[src/include/tgc_pkg.sv]
// Package for the timer gate control block: register map, fields, reset values, events.
package tgc_pkg;

    // ------------------------------------------------------------
    // Register bus
    // ------------------------------------------------------------
    localparam int ADDR_W = 12;
    localparam int DATA_W = 8;
    localparam logic [11:0] GATE_CTRL_ADDR = 12'hF97;
    localparam logic [11:0] EVT_STATUS_ADDR = 12'hF98;
    localparam logic [11:0] EVT_CLEAR_ADDR = 12'hF99;
    localparam logic [11:0] EVT_ENABLE_ADDR = 12'hF9A;
    localparam logic [11:0] TIMER_CTRL_ADDR = 12'hF9B;
    localparam logic [11:0] COUNT_LO_ADDR = 12'hF9C;
    localparam logic [11:0] COUNT_HI_ADDR = 12'hF9D;

    // ------------------------------------------------------------
    // Gate control and timer control register fields
    // ------------------------------------------------------------
    localparam int GATE_ENABLE_BIT = 7;
    localparam int GATE_POLARITY_BIT = 6;
    localparam int GATE_TOGGLE_MODE_BIT = 5;
    localparam int GATE_SINGLE_PULSE_MODE_BIT = 4;
    localparam int PULSE_GO_DONE_BIT = 3;
    localparam int GATE_LEVEL_VIEW_BIT = 2;
    localparam int GATE_SOURCE_SELECT_LSB = 0;
    localparam int TIMER_ON_BIT = 0;

    // Gate source encodings
    localparam logic [1:0] SRC_PIN = 2'h0;
    localparam logic [1:0] SRC_MATCH = 2'h1;
    localparam logic [1:0] SRC_CMP1 = 2'h2;
    localparam logic [1:0] SRC_CMP2 = 2'h3;

    // ------------------------------------------------------------
    // Event status bits
    // ------------------------------------------------------------
    localparam int EVT_DONE_BIT = 0;
    localparam int EVT_OVF_BIT = 1;
    localparam int EVT_GATE_RISE_BIT = 2;
    localparam int EVT_W = 3;

    // ------------------------------------------------------------
    // Reset values
    // ------------------------------------------------------------
    localparam logic [7:0] GATE_CTRL_RST = 8'h00;
    localparam logic [2:0] EVT_RST = 3'h0;
    localparam logic [15:0] COUNT_RST = 16'h0000;

endpackage

[src/rtl/tgc_top.sv]
// Timer gate control: gate path, single-pulse acquisition, 16-bit count and register port.
//
// Behaviour
// - Gate enable is ignored while the timer is off; when on, it gates counting.
// - Polarity bit 1 counts while gate high, 0 counts while gate low.
// - Toggle mode bit enables toggle; clearing it clears the toggle flip-flop.
// - In toggle mode the flip-flop flips on every rising gate edge.
// - Single-pulse mode bit gives single-pulse logic control of the gate.
// - Go/done reads 1 while armed and waiting, 0 when finished or idle.
// - Clearing single-pulse mode clears go/done.
// - Gate level view shows the live gate, independent of gate enable.
// - Source select 11 cmp2, 10 cmp1, 01 timer match, 00 external pin.
// - Armed timer counts from next active edge; trailing edge clears go/done.
// - After completion no gate events increment until go/done set again.
// - Toggle and single-pulse together measure one full gate cycle.
`timescale 1ns/1ps
module tgc_top (
    // Clock and reset
    input wire logic ref_clk,
    input wire logic rst,
    // Register port
    input wire logic [11:0] reg_addr,
    input wire logic [7:0] reg_wdata,
    input wire logic reg_wr,
    input wire logic reg_rd,
    output logic [7:0] reg_rdata,
    // Gate sources
    input wire logic external_gate_pin,
    input wire logic match_timer_match,
    input wire logic cmp1_out,
    input wire logic cmp2_out,
    // Timer clock enable (one pulse per incrementing edge)
    input wire logic tick_en,
    // Outputs
    output logic [15:0] count_register,
    output logic count_inc,
    output logic irq
);

    // ------------------------------------------------------------
    // Registers
    // ------------------------------------------------------------
    logic gate_enable_r;
    logic gate_polarity_r;
    logic gate_toggle_mode_r;
    logic gate_single_pulse_mode_r;
    logic pulse_go_done_r;
    logic [1:0] gate_source_select_r;
    logic timer_on_r;
    logic [2:0] evt_status_r;
    logic [2:0] evt_enable_r;
    logic toggle_ff_r;
    logic edge_ok_r;
    logic pol_gate_d_r;
    logic sp_run_r;
    logic sp_gate_d_r;
    logic [15:0] count_r;
    logic [7:0] rdata_r;
    logic inc_r;
    logic irq_r;

    logic src_gate;
    logic pol_gate;
    logic tog_gate;
    logic final_gate;
    logic count_now;
    logic gate_rise;
    logic sp_rise;
    logic sp_fall;
    logic wr_ctrl;
    logic arm_req;
    logic done_evt;
    logic ovf_evt;
    logic [2:0] evt_set;
    logic [2:0] evt_clr;
    logic [7:0] ctrl_view;

    assign wr_ctrl = reg_wr && (reg_addr == tgc_pkg::GATE_CTRL_ADDR);

    // ------------------------------------------------------------
    // Gate path
    // ------------------------------------------------------------
    always_comb begin
        case (gate_source_select_r)
            tgc_pkg::SRC_CMP2: src_gate = cmp2_out;
            tgc_pkg::SRC_CMP1: src_gate = cmp1_out;
            tgc_pkg::SRC_MATCH: src_gate = match_timer_match;
            default: src_gate = external_gate_pin;
        endcase
    end

    // Polarity folded first so that toggle and single pulse see an active-high gate
    assign pol_gate = gate_polarity_r ? src_gate : ~src_gate;
    assign gate_rise = pol_gate && !pol_gate_d_r && edge_ok_r;
    assign tog_gate = gate_toggle_mode_r ? toggle_ff_r : pol_gate;

    // Edge detection waits one cycle after reset, so a gate that is already
    // active then is not taken for a rising edge
    always_ff @(posedge ref_clk) begin
        if (rst) begin
            pol_gate_d_r <= 1'b0;
            edge_ok_r <= 1'b0;
        end else begin
            pol_gate_d_r <= pol_gate;
            edge_ok_r <= 1'b1;
        end
    end

    always_ff @(posedge ref_clk) begin
        if (rst) begin
            toggle_ff_r <= 1'b0;
        end else if (!gate_toggle_mode_r) begin
            toggle_ff_r <= 1'b0;
        end else if (gate_rise) begin
            toggle_ff_r <= ~toggle_ff_r;
        end
    end

    // ------------------------------------------------------------
    // Single-pulse acquisition
    // ------------------------------------------------------------
    // With toggle on, the pulse seen here spans a full gate cycle
    assign sp_rise = tog_gate && !sp_gate_d_r;
    assign sp_fall = !tog_gate && sp_gate_d_r;
    assign done_evt = pulse_go_done_r && sp_run_r && sp_fall;
    assign arm_req = wr_ctrl && reg_wdata[tgc_pkg::PULSE_GO_DONE_BIT]
        && reg_wdata[tgc_pkg::GATE_SINGLE_PULSE_MODE_BIT];

    always_ff @(posedge ref_clk) begin
        if (rst) begin
            sp_gate_d_r <= 1'b0;
        end else begin
            sp_gate_d_r <= tog_gate;
        end
    end

    always_ff @(posedge ref_clk) begin
        if (rst) begin
            pulse_go_done_r <= 1'b0;
            sp_run_r <= 1'b0;
        end else if (wr_ctrl && !reg_wdata[tgc_pkg::GATE_SINGLE_PULSE_MODE_BIT]) begin
            pulse_go_done_r <= 1'b0;
            sp_run_r <= 1'b0;
        end else if (arm_req && !pulse_go_done_r) begin
            pulse_go_done_r <= 1'b1;
            sp_run_r <= 1'b0;
        end else if (done_evt) begin
            pulse_go_done_r <= 1'b0;
            sp_run_r <= 1'b0;
        end else if (pulse_go_done_r && sp_rise) begin
            sp_run_r <= 1'b1;
        end
    end

    // Only a pulse whose leading edge came after arming is passed on
    always_comb begin
        if (gate_single_pulse_mode_r) begin
            final_gate = pulse_go_done_r && (sp_run_r || sp_rise) && tog_gate;
        end else begin
            final_gate = tog_gate;
        end
    end

    // ------------------------------------------------------------
    // Count enable and counter
    // ------------------------------------------------------------
    always_comb begin
        if (!timer_on_r) begin
            count_now = 1'b0;
        end else if (gate_enable_r) begin
            count_now = tick_en && final_gate;
        end else begin
            count_now = tick_en;
        end
    end

    assign ovf_evt = count_now && (count_r == 16'hFFFF);

    always_ff @(posedge ref_clk) begin
        if (rst) begin
            count_r <= tgc_pkg::COUNT_RST;
            inc_r <= 1'b0;
        end else begin
            inc_r <= count_now;
            if (reg_wr && reg_addr == tgc_pkg::COUNT_LO_ADDR) begin
                count_r[7:0] <= reg_wdata;
            end else if (reg_wr && reg_addr == tgc_pkg::COUNT_HI_ADDR) begin
                count_r[15:8] <= reg_wdata;
            end else if (count_now) begin
                count_r <= count_r + 16'h0001;
            end
        end
    end

    // ------------------------------------------------------------
    // Control registers
    // ------------------------------------------------------------
    always_ff @(posedge ref_clk) begin
        if (rst) begin
            gate_enable_r <= tgc_pkg::GATE_CTRL_RST[7];
            gate_polarity_r <= tgc_pkg::GATE_CTRL_RST[6];
            gate_toggle_mode_r <= tgc_pkg::GATE_CTRL_RST[5];
            gate_single_pulse_mode_r <= tgc_pkg::GATE_CTRL_RST[4];
            gate_source_select_r <= tgc_pkg::GATE_CTRL_RST[1:0];
        end else if (wr_ctrl) begin
            gate_enable_r <= reg_wdata[tgc_pkg::GATE_ENABLE_BIT];
            gate_polarity_r <= reg_wdata[tgc_pkg::GATE_POLARITY_BIT];
            gate_toggle_mode_r <= reg_wdata[tgc_pkg::GATE_TOGGLE_MODE_BIT];
            gate_single_pulse_mode_r <= reg_wdata[tgc_pkg::GATE_SINGLE_PULSE_MODE_BIT];
            gate_source_select_r <= reg_wdata[1:0];
        end
    end

    // Recommended order: gate register first, then timer on
    always_ff @(posedge ref_clk) begin
        if (rst) begin
            timer_on_r <= 1'b0;
        end else if (reg_wr && reg_addr == tgc_pkg::TIMER_CTRL_ADDR) begin
            timer_on_r <= reg_wdata[tgc_pkg::TIMER_ON_BIT];
        end
    end

    // ------------------------------------------------------------
    // Events and interrupt
    // ------------------------------------------------------------
    assign evt_set = {gate_rise, ovf_evt, done_evt};
    assign evt_clr = (reg_wr && reg_addr == tgc_pkg::EVT_CLEAR_ADDR) ? reg_wdata[2:0] : 3'h0;

    always_ff @(posedge ref_clk) begin
        if (rst) begin
            evt_status_r <= tgc_pkg::EVT_RST;
            evt_enable_r <= tgc_pkg::EVT_RST;
            irq_r <= 1'b0;
        end else begin
            // A set in the same cycle as its clear wins
            evt_status_r <= (evt_status_r & ~evt_clr) | evt_set;
            if (reg_wr && reg_addr == tgc_pkg::EVT_ENABLE_ADDR) begin
                evt_enable_r <= reg_wdata[2:0];
            end
            irq_r <= |(((evt_status_r & ~evt_clr) | evt_set) & evt_enable_r);
        end
    end

    // ------------------------------------------------------------
    // Read port
    // ------------------------------------------------------------
    assign ctrl_view = {gate_enable_r, gate_polarity_r, gate_toggle_mode_r,
        gate_single_pulse_mode_r, pulse_go_done_r, final_gate, gate_source_select_r};

    always_ff @(posedge ref_clk) begin
        if (rst) begin
            rdata_r <= 8'h00;
        end else if (reg_rd) begin
            case (reg_addr)
                tgc_pkg::GATE_CTRL_ADDR: rdata_r <= ctrl_view;
                tgc_pkg::EVT_STATUS_ADDR: rdata_r <= {5'h00, evt_status_r};
                tgc_pkg::EVT_ENABLE_ADDR: rdata_r <= {5'h00, evt_enable_r};
                tgc_pkg::TIMER_CTRL_ADDR: rdata_r <= {7'h00, timer_on_r};
                tgc_pkg::COUNT_LO_ADDR: rdata_r <= count_r[7:0];
                tgc_pkg::COUNT_HI_ADDR: rdata_r <= count_r[15:8];
                default: rdata_r <= 8'h00;
            endcase
        end else begin
            rdata_r <= 8'h00;
        end
    end

    assign reg_rdata = rdata_r;
    assign count_register = count_r;
    assign count_inc = inc_r;
    assign irq = irq_r;

    // ------------------------------------------------------------
    // Checks
    // ------------------------------------------------------------
    a_off_no_count: assert property (@(posedge ref_clk) disable iff (rst)
        !timer_on_r |=> !inc_r)
        else $error("count advanced while timer off");

    a_ungated_counts: assert property (@(posedge ref_clk) disable iff (rst)
        (timer_on_r && !gate_enable_r && tick_en) |=> inc_r)
        else $error("ungated tick did not count");

    a_polarity_block: assert property (@(posedge ref_clk) disable iff (rst)
        (timer_on_r && gate_enable_r && !gate_toggle_mode_r && !gate_single_pulse_mode_r
        && !pol_gate) |=> !inc_r)
        else $error("counted on inactive gate level");

    a_toggle_clear: assert property (@(posedge ref_clk) disable iff (rst)
        !gate_toggle_mode_r |=> !toggle_ff_r)
        else $error("toggle flip-flop not cleared");

    a_toggle_flip: assert property (@(posedge ref_clk) disable iff (rst)
        (gate_toggle_mode_r && gate_rise && !wr_ctrl) |=> (toggle_ff_r != $past(toggle_ff_r)))
        else $error("toggle did not flip on rising edge");

    a_spm_clear_done: assert property (@(posedge ref_clk) disable iff (rst)
        (wr_ctrl && !reg_wdata[tgc_pkg::GATE_SINGLE_PULSE_MODE_BIT]) |=> !pulse_go_done_r)
        else $error("go/done survived single-pulse clear");

    a_trailing_done: assert property (@(posedge ref_clk) disable iff (rst)
        (done_evt && !arm_req) |=> (!pulse_go_done_r && evt_status_r[tgc_pkg::EVT_DONE_BIT]))
        else $error("trailing edge did not finish acquisition");

    a_blocked_after: assert property (@(posedge ref_clk) disable iff (rst)
        (gate_single_pulse_mode_r && gate_enable_r && !pulse_go_done_r) |=> !inc_r)
        else $error("counted after acquisition completed");

    a_source_map: assert property (@(posedge ref_clk) disable iff (rst)
        (timer_on_r && gate_enable_r && !gate_toggle_mode_r && !gate_single_pulse_mode_r
        && gate_source_select_r == tgc_pkg::SRC_CMP2 && tick_en
        && (cmp2_out == gate_polarity_r)) |=> inc_r)
        else $error("comparator 2 gate did not count");

    a_source_pin: assert property (@(posedge ref_clk) disable iff (rst)
        (timer_on_r && gate_enable_r && !gate_toggle_mode_r && !gate_single_pulse_mode_r
        && gate_source_select_r == tgc_pkg::SRC_PIN
        && (external_gate_pin != gate_polarity_r)) |=> !inc_r)
        else $error("counted on inactive gate pin");

    a_go_needs_spm: assert property (@(posedge ref_clk) disable iff (rst)
        pulse_go_done_r |-> gate_single_pulse_mode_r)
        else $error("go/done set without single-pulse mode");

    a_toggle_hold: assert property (@(posedge ref_clk) disable iff (rst)
        (gate_toggle_mode_r && !gate_rise) |=> $stable(toggle_ff_r))
        else $error("toggle flip-flop moved without a rising edge");

    a_count_step: assert property (@(posedge ref_clk) disable iff (rst)
        (count_now && !reg_wr) |=> (count_r == $past(count_r) + 16'h0001))
        else $error("count did not advance by one");

    a_reset_clear: assert property (@(posedge ref_clk)
        rst |=> (!gate_enable_r && !gate_polarity_r && !gate_toggle_mode_r
        && !gate_single_pulse_mode_r && !pulse_go_done_r && !timer_on_r
        && gate_source_select_r == 2'h0 && count_r == tgc_pkg::COUNT_RST))
        else $error("control bits not cleared by reset");

    a_level_view: assert property (@(posedge ref_clk) disable iff (rst)
        (reg_rd && reg_addr == tgc_pkg::GATE_CTRL_ADDR && !gate_toggle_mode_r
        && !gate_single_pulse_mode_r) |=> (reg_rdata[tgc_pkg::GATE_LEVEL_VIEW_BIT]
        == ($past(src_gate) == $past(gate_polarity_r))))
        else $error("gate level view does not follow the gate");

endmodule

[config.mk]
export PLATFORM = sky130hd
export DESIGN_NAME = tgc_top
export DESIGN_NICKNAME = d
export VERILOG_FILES = /design/src/include/tgc_pkg.sv /design/src/rtl/tgc_top.sv
export SDC_FILE = /design/constraint.sdc
export NUM_CORES = 1
export LEC_CHECK = 0
export BUFFER_PORTS_ARGS = -buffer_cell sky130_fd_sc_hd__buf_2
export CAP_MARGIN = 20
export CORE_MARGIN = 2
export CORE_UTILIZATION = 35
export CTS_CLUSTER_SIZE = 24
export DETAILED_ROUTE_END_ITERATION = 12
export PLACE_DENSITY_LB_ADDON = 0.15
export SLEW_MARGIN = 20
export SYNTH_ARGS = -nofsm -noshare
export SYNTH_HDL_FRONTEND = slang
export SYNTH_SLANG_ARGS = --single-unit
[constraint.sdc]
create_clock -name ref_clk -period 1.88 [get_ports ref_clk]
set_input_delay 0.188 -clock ref_clk [delete_from_list [all_inputs] [get_ports ref_clk]]
set_output_delay 0.188 -clock ref_clk [all_outputs]
set_load 0.01 [all_outputs]
==> run metrics, run 1 <==
failing checks negative setup slack; Wirelength per Cell 16.92 µm; DP Wirelength 6046 µm; Unique masters post-synth 56; fin util 0.4826; Placed Instances about 460; Starting Density 0.3596; n_diodes 0; GRT overflow 0; Final Non-Filler Cells around 460; pin count of the biggest net entering global routing 34; first-pass GRT wire length 12,630 µm; Leakage Power roughly 1.3 nW; Hold Crit Class in -> reg; DR iter-0 viols between 150 and 200; Async SR Flop Fraction 0; via count between 2,000 and 3,000; maximum VDD drop 0.2368 mV; cts bufs inserted 5; Syn Area/Cell about 8.3 µm²; Tot GR Track Use 0.2144; Fmax around 500 MHz; status complete, but fails checks; crit path DAT ~2.2 ns; Final setup viols 15; max-cap viol count 0; Syn Nets between 300 and 400; DRT Pass-1 Iters 4; H-tree depth 2; die footprint around 7600 µm²; final WL between 7000 and 8000 µm; critical path class reg -> reg; clock tree buffer depth 2; Cell Pwr Density between 500 and 600 nW/µm²; EDFF count, synth 0; Synth Cell Area approximately 2400 µm²; Startpoint Class register; Worst Max-Slew Pin Slew roughly 0.40 ns; Ports 55; # hold bufs at CTS 0; Root Driver clkbuf_8; Area Overhead vs Synth 34.19%; Post-synth top flop dfxtp_1; Worst-path clk slew approximately 0.080 ns; sequential share of the synthesized area 0.3708; Syn Inst Count between 200 and 300; hold_ws between 0.1 and 0.15 ns; I/O Buffers 54; Core Area between 6000 and 7000 µm²; vias per std cell ~5.5; final setup margin -0.1319 ns; Pins Over Slew Limit 0; #FFs+latches synth 45; Die X around 87 µm; Critical Path RT between 2 and 2.5 ns; worst-path maximum fanout 8; final period utilization 1.070; fraction of layout cells with a size suffix above 1 0.3525; routability cong. about 0.90; number of global-route vias before repair roughly 2,500; Die Span Y between 80 and 90 µm; number of synthesis warnings 0; antenna violations before repair 0; Post-CTS Setup Inserts 0; CP endpoint kind register; Slew headroom 0.7337; Antenna Violating Nets Remaining 0; crit path time final around 2 ns; final hold violations 0; worst skew pair latency around 0.3 ns; residual DRC count 0; nets about 410; CTS tree yes; unrepaired setup endpoints after global routing true; Sink Count 45; Clock Skew ~0.0017 ns; Core Rows 30
[critical path, cell delays in order, from the launching register on]
cell and delay, ns:
dfxtp_4 0.38, mux2i_2 0.26, xnor2_1 0.17, o221ai_2 0.16, a21oi_4 0.34, nor2_1 0.11
buf_4 0.16, xnor2_1 0.11, a211oi_1 0.23
[flip-flops by register name, indices dropped and copies added, names as in the netlist]
name	cells
count_register	16
reg_rdata	8
evt_enable_r	3
evt_status_r	3
gate_source_select_r	2
count_inc	1
edge_ok_r	1
gate_enable_r	1
gate_polarity_r	1
gate_single_pulse_mode_r	1
gate_toggle_mode_r	1
irq	1
pol_gate_d_r	1
pulse_go_done_r	1
sp_gate_d_r	1
sp_run_r	1
timer_on_r	1
toggle_ff_r	1
[area by class of cell]
class | instances | area (µm²)
fillers | 703 | 3496
multi-input cells | 223 | 1510
flip-flops and latches | 45 | 904.6
clock buffers | 6 | 72.57
inverters | 9 | 33.78
well taps | 80 | 100.1
clock inverters | 2 | 10.01
repair buffers | 98 | 629.4
[power by group]
part | switching (mW) | leakage (nW) | total [mW] | internal (mW)
clock network | 0.338 | 0.0450 | 0.596 | 0.258
registers | 0.00259 | 0.364 | 0.959 | 0.956
logic | 0.0791 | 0.912 | 0.132 | 0.0530
[per-layer routing]
metal,GRT usage,vias to the layer above,wire (µm)
met5,0,-,0
met4,0.07972,0,158
met3,0.03507,14,357
met2,0.3561,73,3765
met1,0.2780,1204,3554
li1,-,1248,-
[cells in the mapped netlist, types with 2 or more instances]
library cell   n  share of area
and3_1         5          0.013
or2_2          7          0.018
a222oi_1       7          0.029
nor4_1         4          0.010
nand2b_1       3         0.0077
mux2_2         2         0.0093
nand3_1       15          0.031
or3b_2         2         0.0072
a31oi_1        2         0.0051
nor2_1        38          0.059
nand2_1       21          0.032
nor3_1        14          0.029
a211oi_1       7          0.022
mux2i_1       14          0.058
inv_1          9          0.014
buf_6          3          0.014
clkbuf_1       9          0.014
a22oi_1        2         0.0062
clkbuf_4       2         0.0062
a221oi_1       2         0.0072
and4_1         2         0.0072
a21oi_1       19          0.039
xor2_1         2         0.0072
xnor2_1       10          0.036
dfxtp_1       45           0.37
o21a_1         2         0.0062
nand4_1        4          0.010
nor2b_1        2         0.0051
o21ai_0       11          0.023
[placed cells by master (no fill, tap or decap), types with 7 or more instances in the layout]
cell type and count:
nand2_1 21, dfxtp_1 44, o21ai_0 11, a21oi_1 18
xnor2_1 10, a222oi_1 7, nand3_1 14, a211oi_1 7
inv_1 9, nor3_1 11, or2_2 7, mux2i_1 12
nor2_1 38, buf_4 41, buf_2 54
[logic make-up (layout without fill, tap and decap cells)]
group	count (synthesis)	count (layout)	synth area share
compound gates	65	65	0.1854
xor+xnor	12	12	0.04325
fa+ha+maj	1	1	0.005149
buf+inv	24	115	0.04994
flops	45	45	0.3708
mux	16	16	0.06694
simple gates	129	129	0.2786
[what timing repair did]
item | in CTS | in global routing
endpoints found under the hold margin | 0 | 0
pin swaps | 4 | 2
endpoints found under the setup margin | 16 | 20
resized for setup | 9 | 10
[worst paths after layout]
path	endpoint	start	cells after the start	slack, ns
min reg2reg	evt_status_r[1]$_SDFF_PP0_	evt_status_r[1]$_SDFF_PP0_	2	0.48
min	reg_rdata[0]$_SDFF_PP0_	reg_rd	2	0.14
max reg2reg	count_register[0]$_SDFFE_PP0P_	gate_source_select_r[1]$_SDFFE_PP0P_	8	-0.13
max	count_register[0]$_SDFFE_PP0P_	gate_source_select_r[1]$_SDFFE_PP0P_	8	-0.13
[through the flow]
stage / TNS (ns) / worst slack (ns) / power (mW) / cell area (µm²)
2_1_floorplan: -0.01173 / -0.01173 / 1.040 / 2437
3_3_place_gp: -0.8756 / -0.1879 / 1.109 / 3083
3_5_place_dp: -1.661 / -0.2344 / 1.109 / 3083
4_1_cts: -1.214 / -0.1019 / 1.702 / 3201
5_1_grt: -2.823 / -0.2035 / 1.747 / 3261
6_report: -1.068 / -0.1319 / 1.687 / 3261
No activity file was read; power rests on OpenSTA's default activity.
==> inputs of run 2 (changes only) <==
- clock period: 1.88 -> 1.9 ns (I/O delays scaled with it)
==> run metrics, run 2 (same netlist as run 1, synthesis figures left out) <==
status complete, but fails checks; failing checks negative setup slack; I/O Buffers 54 (unchanged); Final setup viols 12 (-3); most common cell after layout, fill and taps aside buf_2; Finished Cell Area 3282 µm² (+0.65%); maximum VDD drop 0.2418 mV (+2.1%); FF-to-FF End count_register[14]$_SDFFE_PP0P_; final setup margin -0.1295 ns (+0.002364 ns); Ports 55 (unchanged); worst-path maximum fanout 7 (-1); hold_ws 0.1667 ns (+0.02259 ns); Startpoint Class register; CP startpoint gate_source_select_r[1]$_SDFFE_PP0P_; Antenna Violating Nets Remaining 0 (unchanged); Die X 87.32 µm (unchanged); CP endpoint count_register[14]$_SDFFE_PP0P_; pin count of the biggest net entering global routing 34 (unchanged); Worst Max-Slew Pin Slew 0.3831 ns (-0.01638 ns); Fmax 492.7 MHz (-0.87%); DR iter-0 viols 177 (-3.3%); vias per std cell 5.459 (-0.45%); max-cap viol count 0 (unchanged); worst r2r path cells 8 (unchanged); max reg flops 16 (unchanged); nets 413 (+0.24%); crit path time final 2.030 ns (+0.01764 ns); CP Cell Sequence mux2i_4, xnor2_2, o221ai_2, a21oi_4, buf_4, nor4_2, xnor2_1, a21oi_1; CTS tree yes; Leakage Power 1.297 nW (-1.8%); # hold bufs at CTS 0 (unchanged); Pins Over Slew Limit 0 (unchanged); unrepaired setup endpoints after global routing true; cts bufs inserted 5 (unchanged); die footprint 7625 µm² (unchanged); Root Driver clkbuf_8; n_diodes 0 (unchanged); Wirelength per Cell 16.89 µm (-0.22%); WP depth 8 (unchanged); fraction of layout cells with a size suffix above 1 0.3620 (+0.009499); final WL 7835 µm (unchanged); sequential share of power 0.510 (-0.058); Core Rows 30 (unchanged); first-pass GRT wire length 12,660 µm (+0.27%); fraction of power consumed by combinational cells 0.071 (-0.007); slowest stage delay, CP 0.39 ns (about the same); Worst path top cell family by delay compound AO/OA/AOI/OAI gates; Critical-path top delay cell dfxtp_4; Worst-path clk slew 0.09 ns (about the same); Die Span Y 87.32 µm (unchanged); Slew headroom 0.7427 (+0.009001); Tot GR Track Use 0.2140 (-0.0003503); residual DRC count 0 (unchanged); Post-DP Area 3037 µm² (-1.5%); FF-to-FF setup slack -0.13 ns (about the same); critical path class reg -> reg; Sink Count 45 (unchanged); Net Sw Power 0.4313 mW (+2.7%); commonest non-fill, non-tap cells in the layout buf_2 (54), dfxtp_1 (44), buf_4 (44); Hold Crit Class in -> reg; number of global-route vias before repair 2,453 (-2.9%); DRT Pass-1 Iters 4 (unchanged); Starting Density 0.3596 (unchanged); antenna violations before repair 0 (unchanged); worst skew pair latency 0.30 ns (about the same); Setup TNS -0.5467 ns (+0.5210 ns); reg2reg start gate_source_select_r[1]$_SDFFE_PP0P_; pre-CTS setup slack -0.2017 ns (+0.03271 ns); GRT overflow 0 (unchanged); Core Area 6756 µm² (unchanged); Pint 1.430 mW (+13%); CP bufs+invs 1 (unchanged); Area Overhead vs Synth 35.07%; DP Wirelength 5919 µm (-2.1%); CP endpoint kind register; routability cong. 0.8496 (-5.6%); switch share 0.2317 (-0.01714); Clock Skew 0.006443 ns (+0.004788 ns); crit path DAT 2.23 ns (about the same); clock tree buffer depth 2 (unchanged); final hold violations 0 (unchanged); via count 2,533 (-0.24%); Cell Pwr Density 567.3 nW/µm² (+9.6%); H-tree depth 2 (unchanged); Critical Path RT 2.10 ns (about the same); final period utilization 1.068 (-0.001983); clock network power share 0.420 (+0.067)
## run 2: changes by cell type in the layout (fill, tap and decap cells not counted), sizes merged
cell	before	now
bufinv	0	1
buf	98	99
clkbuf	6	7
clkinv	2	0
## run 2: power groups by stage
stage / clock, mW / sequential, mW / combinational (mW)
floorplan: 0 / 0.972 / 0.0577
global placement: 0 / 0.972 / 0.127
detailed placement: 0 / 0.972 / 0.126
CTS: 0.788 / 0.949 / 0.127
global route: 0.825 / 0.950 / 0.144
finish: 0.781 / 0.949 / 0.132
## run 2: through the flow
stage	instances	power [mW]	utilization
global route	464	1.919	0.4857
floorplan	292	1.029	-
finish	464	1.862	0.4857
detailed placement	454	1.098	0.4494
CTS	463	1.864	0.4743
global placement	454	1.099	0.4494
## run 2: metal layers
layer,wire (µm),global-route usage,share of wire
met5,0,0,0
met4,122,0.05315,0.016
met3,481,0.03318,0.061
met2,3734,0.3526,0.48
met1,3497,0.2920,0.45
## run 2: cell type report
cell class | count | area (µm²)
inverter | 9 | 33.78
clock inverter | 1 | 30.03
clock buffer | 7 | 86.33
multi-input combinational | 223 | 1515
tap | 80 | 100.1
fill | 680 | 3475
timing repair buffer | 99 | 611.8
sequential | 45 | 904.6
## run 2: how the worst min path moves through the flow
stage,startpoint,end,depth (start not counted)
floorplan,reg_wdata[0],evt_enable_r[0]$_SDFFE_PP0P_,2
global route,reg_rd,reg_rdata[0]$_SDFF_PP0_,2
finish,reg_rd,reg_rdata[0]$_SDFF_PP0_,2
detailed placement,sp_gate_d_r$_SDFF_PP0_,sp_run_r$_SDFFE_PP0P_,1
global placement,evt_status_r[1]$_SDFF_PP0_,evt_status_r[1]$_SDFF_PP0_,2
CTS,reg_rd,reg_rdata[0]$_SDFF_PP0_,2
## run 2: worst register-to-register path: stages, from the launching register on
cell and delay [ns]:
dfxtp_4 0.39, mux2i_4 0.25, xnor2_2 0.09, o221ai_2 0.28, a21oi_4 0.14, buf_4 0.18
nor4_2 0.35, xnor2_1 0.17, a21oi_1 0.08
## run 2: what timing repair did
item | 4_1_cts | 5_1_grt
endpoints found under the setup margin | 18 | 20
cloned | 0 | 0
gates resized for setup | 10 | 11
pin swaps | 2 | 6
hold endpoints to repair | 0 | 0
buffers inserted | 1 | 2
==> inputs of run 3 (changes only) <==
- ABC_AREA: default -> 1
- CORE_UTILIZATION: 35 -> 55
==> run metrics, run 3 <==
first-pass GRT wire length 11,610 µm (-8.3%); fraction of power consumed by combinational cells 0.059 (-0.012); switch share 0.2236 (-0.008050); Die X 73.30 µm (-16%); unrepaired setup endpoints after global routing false; Leakage Power 1.488 nW (+15%); #FFs+latches synth 45 (unchanged); Worst-path clk slew 0.09 ns (about the same); Worst Max-Slew Pin Slew 0.4285 ns (+0.04542 ns); DP Wirelength 5592 µm (-5.5%); Syn Inst Count 387 (+33%); worst-path maximum fanout 6 (-1); Starting Density 0.5629 (+0.2033); sequential share of power 0.490 (-0.020); final WL 7119 µm (-9.1%); final setup margin 0.1816 ns (+0.3112 ns); critical path class reg -> reg; Net Sw Power 0.4337 mW (+0.55%); nets 477 (+15%); Syn Nets 417 (+30%); status finished, final reports clean; Tot GR Track Use 0.2792 (+0.06517); Sink Count 45 (unchanged); crit path time final 1.718 ns (-0.3112 ns); Worst path top cell family by delay simple AND/OR/NAND/NOR gates; Slew headroom 0.7117 (-0.03100); total power 1.939 mW (+4.2%); DR iter-0 viols 244 (+38%); GRT met1 Usage 0.3714 (+0.07940); GR peak layer met2; via count 2,785 (+9.9%); fraction of layout cells with a size suffix above 1 0.2210 (-0.1410); Placed Instances 493 (+8.6%); antenna violations before repair 0 (unchanged); max-cap viol count 0 (unchanged); Fmax 582.0 MHz (+18%); die footprint 5373 µm² (-30%); Critical-path top delay cell dfxtp_1; Core Rows 25 (-17%); sequential share of the synthesized area 0.3411 (-0.02968); Core Area 4692 µm² (-31%); clock network power share 0.451 (+0.031); Syn Area/Cell 6.825 µm² (-18%); Final setup viols 0 (-12); Critical Path RT 2.16 ns (+0.06 ns); n_diodes 0 (unchanged); clock tree buffer depth 2 (unchanged); Ports 55 (unchanged); Clock Skew 0.008652 ns (+0.002210 ns); met2 Track Usage GR 0.4525 (+0.09984); Hold Crit Class in -> reg; pin count of the biggest net entering global routing 20 (-41%); GRT overflow 0 (unchanged); residual DRC count 0 (unchanged); maximum VDD drop 0.3232 mV (+34%); top-area cell type share of the netlist area 0.3411 (-0.02968); max reg flops 16 (unchanged); # hold bufs at CTS 0 (unchanged); I/O Buffers 54 (unchanged); Startpoint Class register; commonest non-fill, non-tap cells in the layout nand2_1 (92), buf_2 (54), inv_1 (46); routability cong. 0.9408 (+11%); worst skew pair latency 0.31 ns (about the same); CP Cell Sequence buf_4, nand3_1, nor3_4, nand3_4, inv_1, nand2_1, o21ai_0, nand3_1, nand2_1, nor2_1, nor2_1; Unique masters post-synth 39 (-30%); area leader, netlist dfxtp_1; cts bufs inserted 5 (unchanged); Async SR Flop Fraction 0 (unchanged); Post-synth top flop dfxtp_1; H-tree depth 2 (unchanged); number of global-route vias before repair 2,522 (+2.8%); top-count cell post-synth nand2_1; most common cell after layout, fill and taps aside nand2_1; final hold violations 0 (unchanged); final period utilization 0.9044 (-0.1638); pre-CTS setup slack 0.1534 ns (+0.3552 ns); slowest stage delay, CP 0.37 ns (-0.02 ns); Area Overhead vs Synth 19.37%; CTS tree yes; Post-synth top cells nand2_1 (94), inv_1 (46), dfxtp_1 (45); EDFF count, synth 0 (unchanged); vias per std cell 5.548 (+1.6%); Root Driver clkbuf_8; number of synthesis warnings 0 (unchanged); CP bufs+invs 2 (+1); crit path DAT 1.97 ns (-0.26 ns); Antenna Violating Nets Remaining 0 (unchanged); fin util 0.6720 (+0.1863); Final Non-Filler Cells 502 (+8.2%); Wirelength per Cell 14.18 µm (-16%); Pint 1.506 mW (+5.3%); Die Span Y 73.30 µm (-16%); met3 Usage GRT 0.05350 (+0.02032); Setup TNS 0 ns (+0.5467 ns); DRT Pass-1 Iters 5 (+1); Synth Cell Area 2641 µm² (+8.7%); Cell Pwr Density 615.1 nW/µm² (+8.4%); dominant cells by area after synthesis dfxtp_1 (34%), nand2_1 (13%), inv_1 (6.5%); Pins Over Slew Limit 0 (unchanged); CP endpoint kind register
==> run 3: cell types whose count changed after synthesis, sizes merged, moves of 10 or more <==
cell	previous run	this run
inv	9	50
o21ai	11	29
nand3	15	37
xnor2	10	0
mux2i	14	0
nand2	21	99
==> run 3: final cells by class <==
type / count / area (µm²)
inverter: 51 / 191.4
fill: 455 / 1539
multi-input combinational: 284 / 1543
clock buffer: 5 / 68.82
sequential: 45 / 902.1
timing repair buffer: 60 / 315.3
tap: 54 / 67.56
clock inverter: 3 / 65.06
==> run 3: path summary, 6_finish.rpt <==
kind / from / slack, ns / cells past startpoint / endpoint
hold / removal: reg_rd / 0.18 / 3 / reg_rdata[0]$_SDFF_PP0_
hold reg to reg: toggle_ff_r$_SDFFE_PP0P_ / 0.48 / 2 / toggle_ff_r$_SDFFE_PP0P_
setup reg to reg: count_register[0]$_SDFFE_PP0P_ / 0.18 / 11 / count_register[13]$_SDFFE_PP0P_
setup / recovery: count_register[0]$_SDFFE_PP0P_ / 0.18 / 11 / count_register[13]$_SDFFE_PP0P_
==> run 3: timing repair <==
action	CTS	global route
setup buffers	0	1
endpoints found under the setup margin	0	9
endpoints found under the hold margin	0	0
resized for setup	0	8
==> run 3: stage by stage <==
step                      hold slack [ns]  cell area [µm²]
after floorplan                    0.3384             2641
after global placement             0.4655             2977
after detailed placement           0.4682             2977
after CTS                          0.1774             3110
after global routing               0.2010             3153
final                              0.1787             3153
==> run 3: layer usage <==
layer  vias up  share of wire
met4         0          0.021
met5         -              0
met3        13          0.084
met2       136           0.45
li1       1391              -
met1      1245           0.44
==> run 3: cells by family (layout without fill, tap and decap cells) <==
| group | after synthesis | in the layout | synth area share |
|---|---|---|---|
| buffers and inverters | 58 | 119 | 0.08763 |
| and+or+nand+nor | 203 | 203 | 0.3861 |
| adders and majority gates | 1 | 1 | 0.004736 |
| xor gates and xnor gates | 10 | 10 | 0.03316 |
| DFF | 45 | 45 | 0.3411 |
| AOI/OAI and AO/OA | 70 | 70 | 0.1473 |
==> run 3: power groups by stage <==
stage / Clock (mW) / Combinational, mW / Sequential [mW]
5_1_grt: 0.913 / 0.126 / 0.951
6_report: 0.875 / 0.115 / 0.950
3_5_place_dp: 0 / 0.114 / 0.972
2_1_floorplan: 0 / 0.0531 / 0.971
3_3_place_gp: 0 / 0.111 / 0.972
4_1_cts: 0.876 / 0.114 / 0.950
==> run 3: worst register-to-register path, stage by stage, from the launching register on <==
cell,delay (ns)
dfxtp_1,0.37
buf_4,0.15
nand3_1,0.15
nor3_4,0.23
nand3_4,0.14
inv_1,0.10
nand2_1,0.08
o21ai_0,0.17
nand3_1,0.09
nand2_1,0.06
nor2_1,0.04
nor2_1,0.09
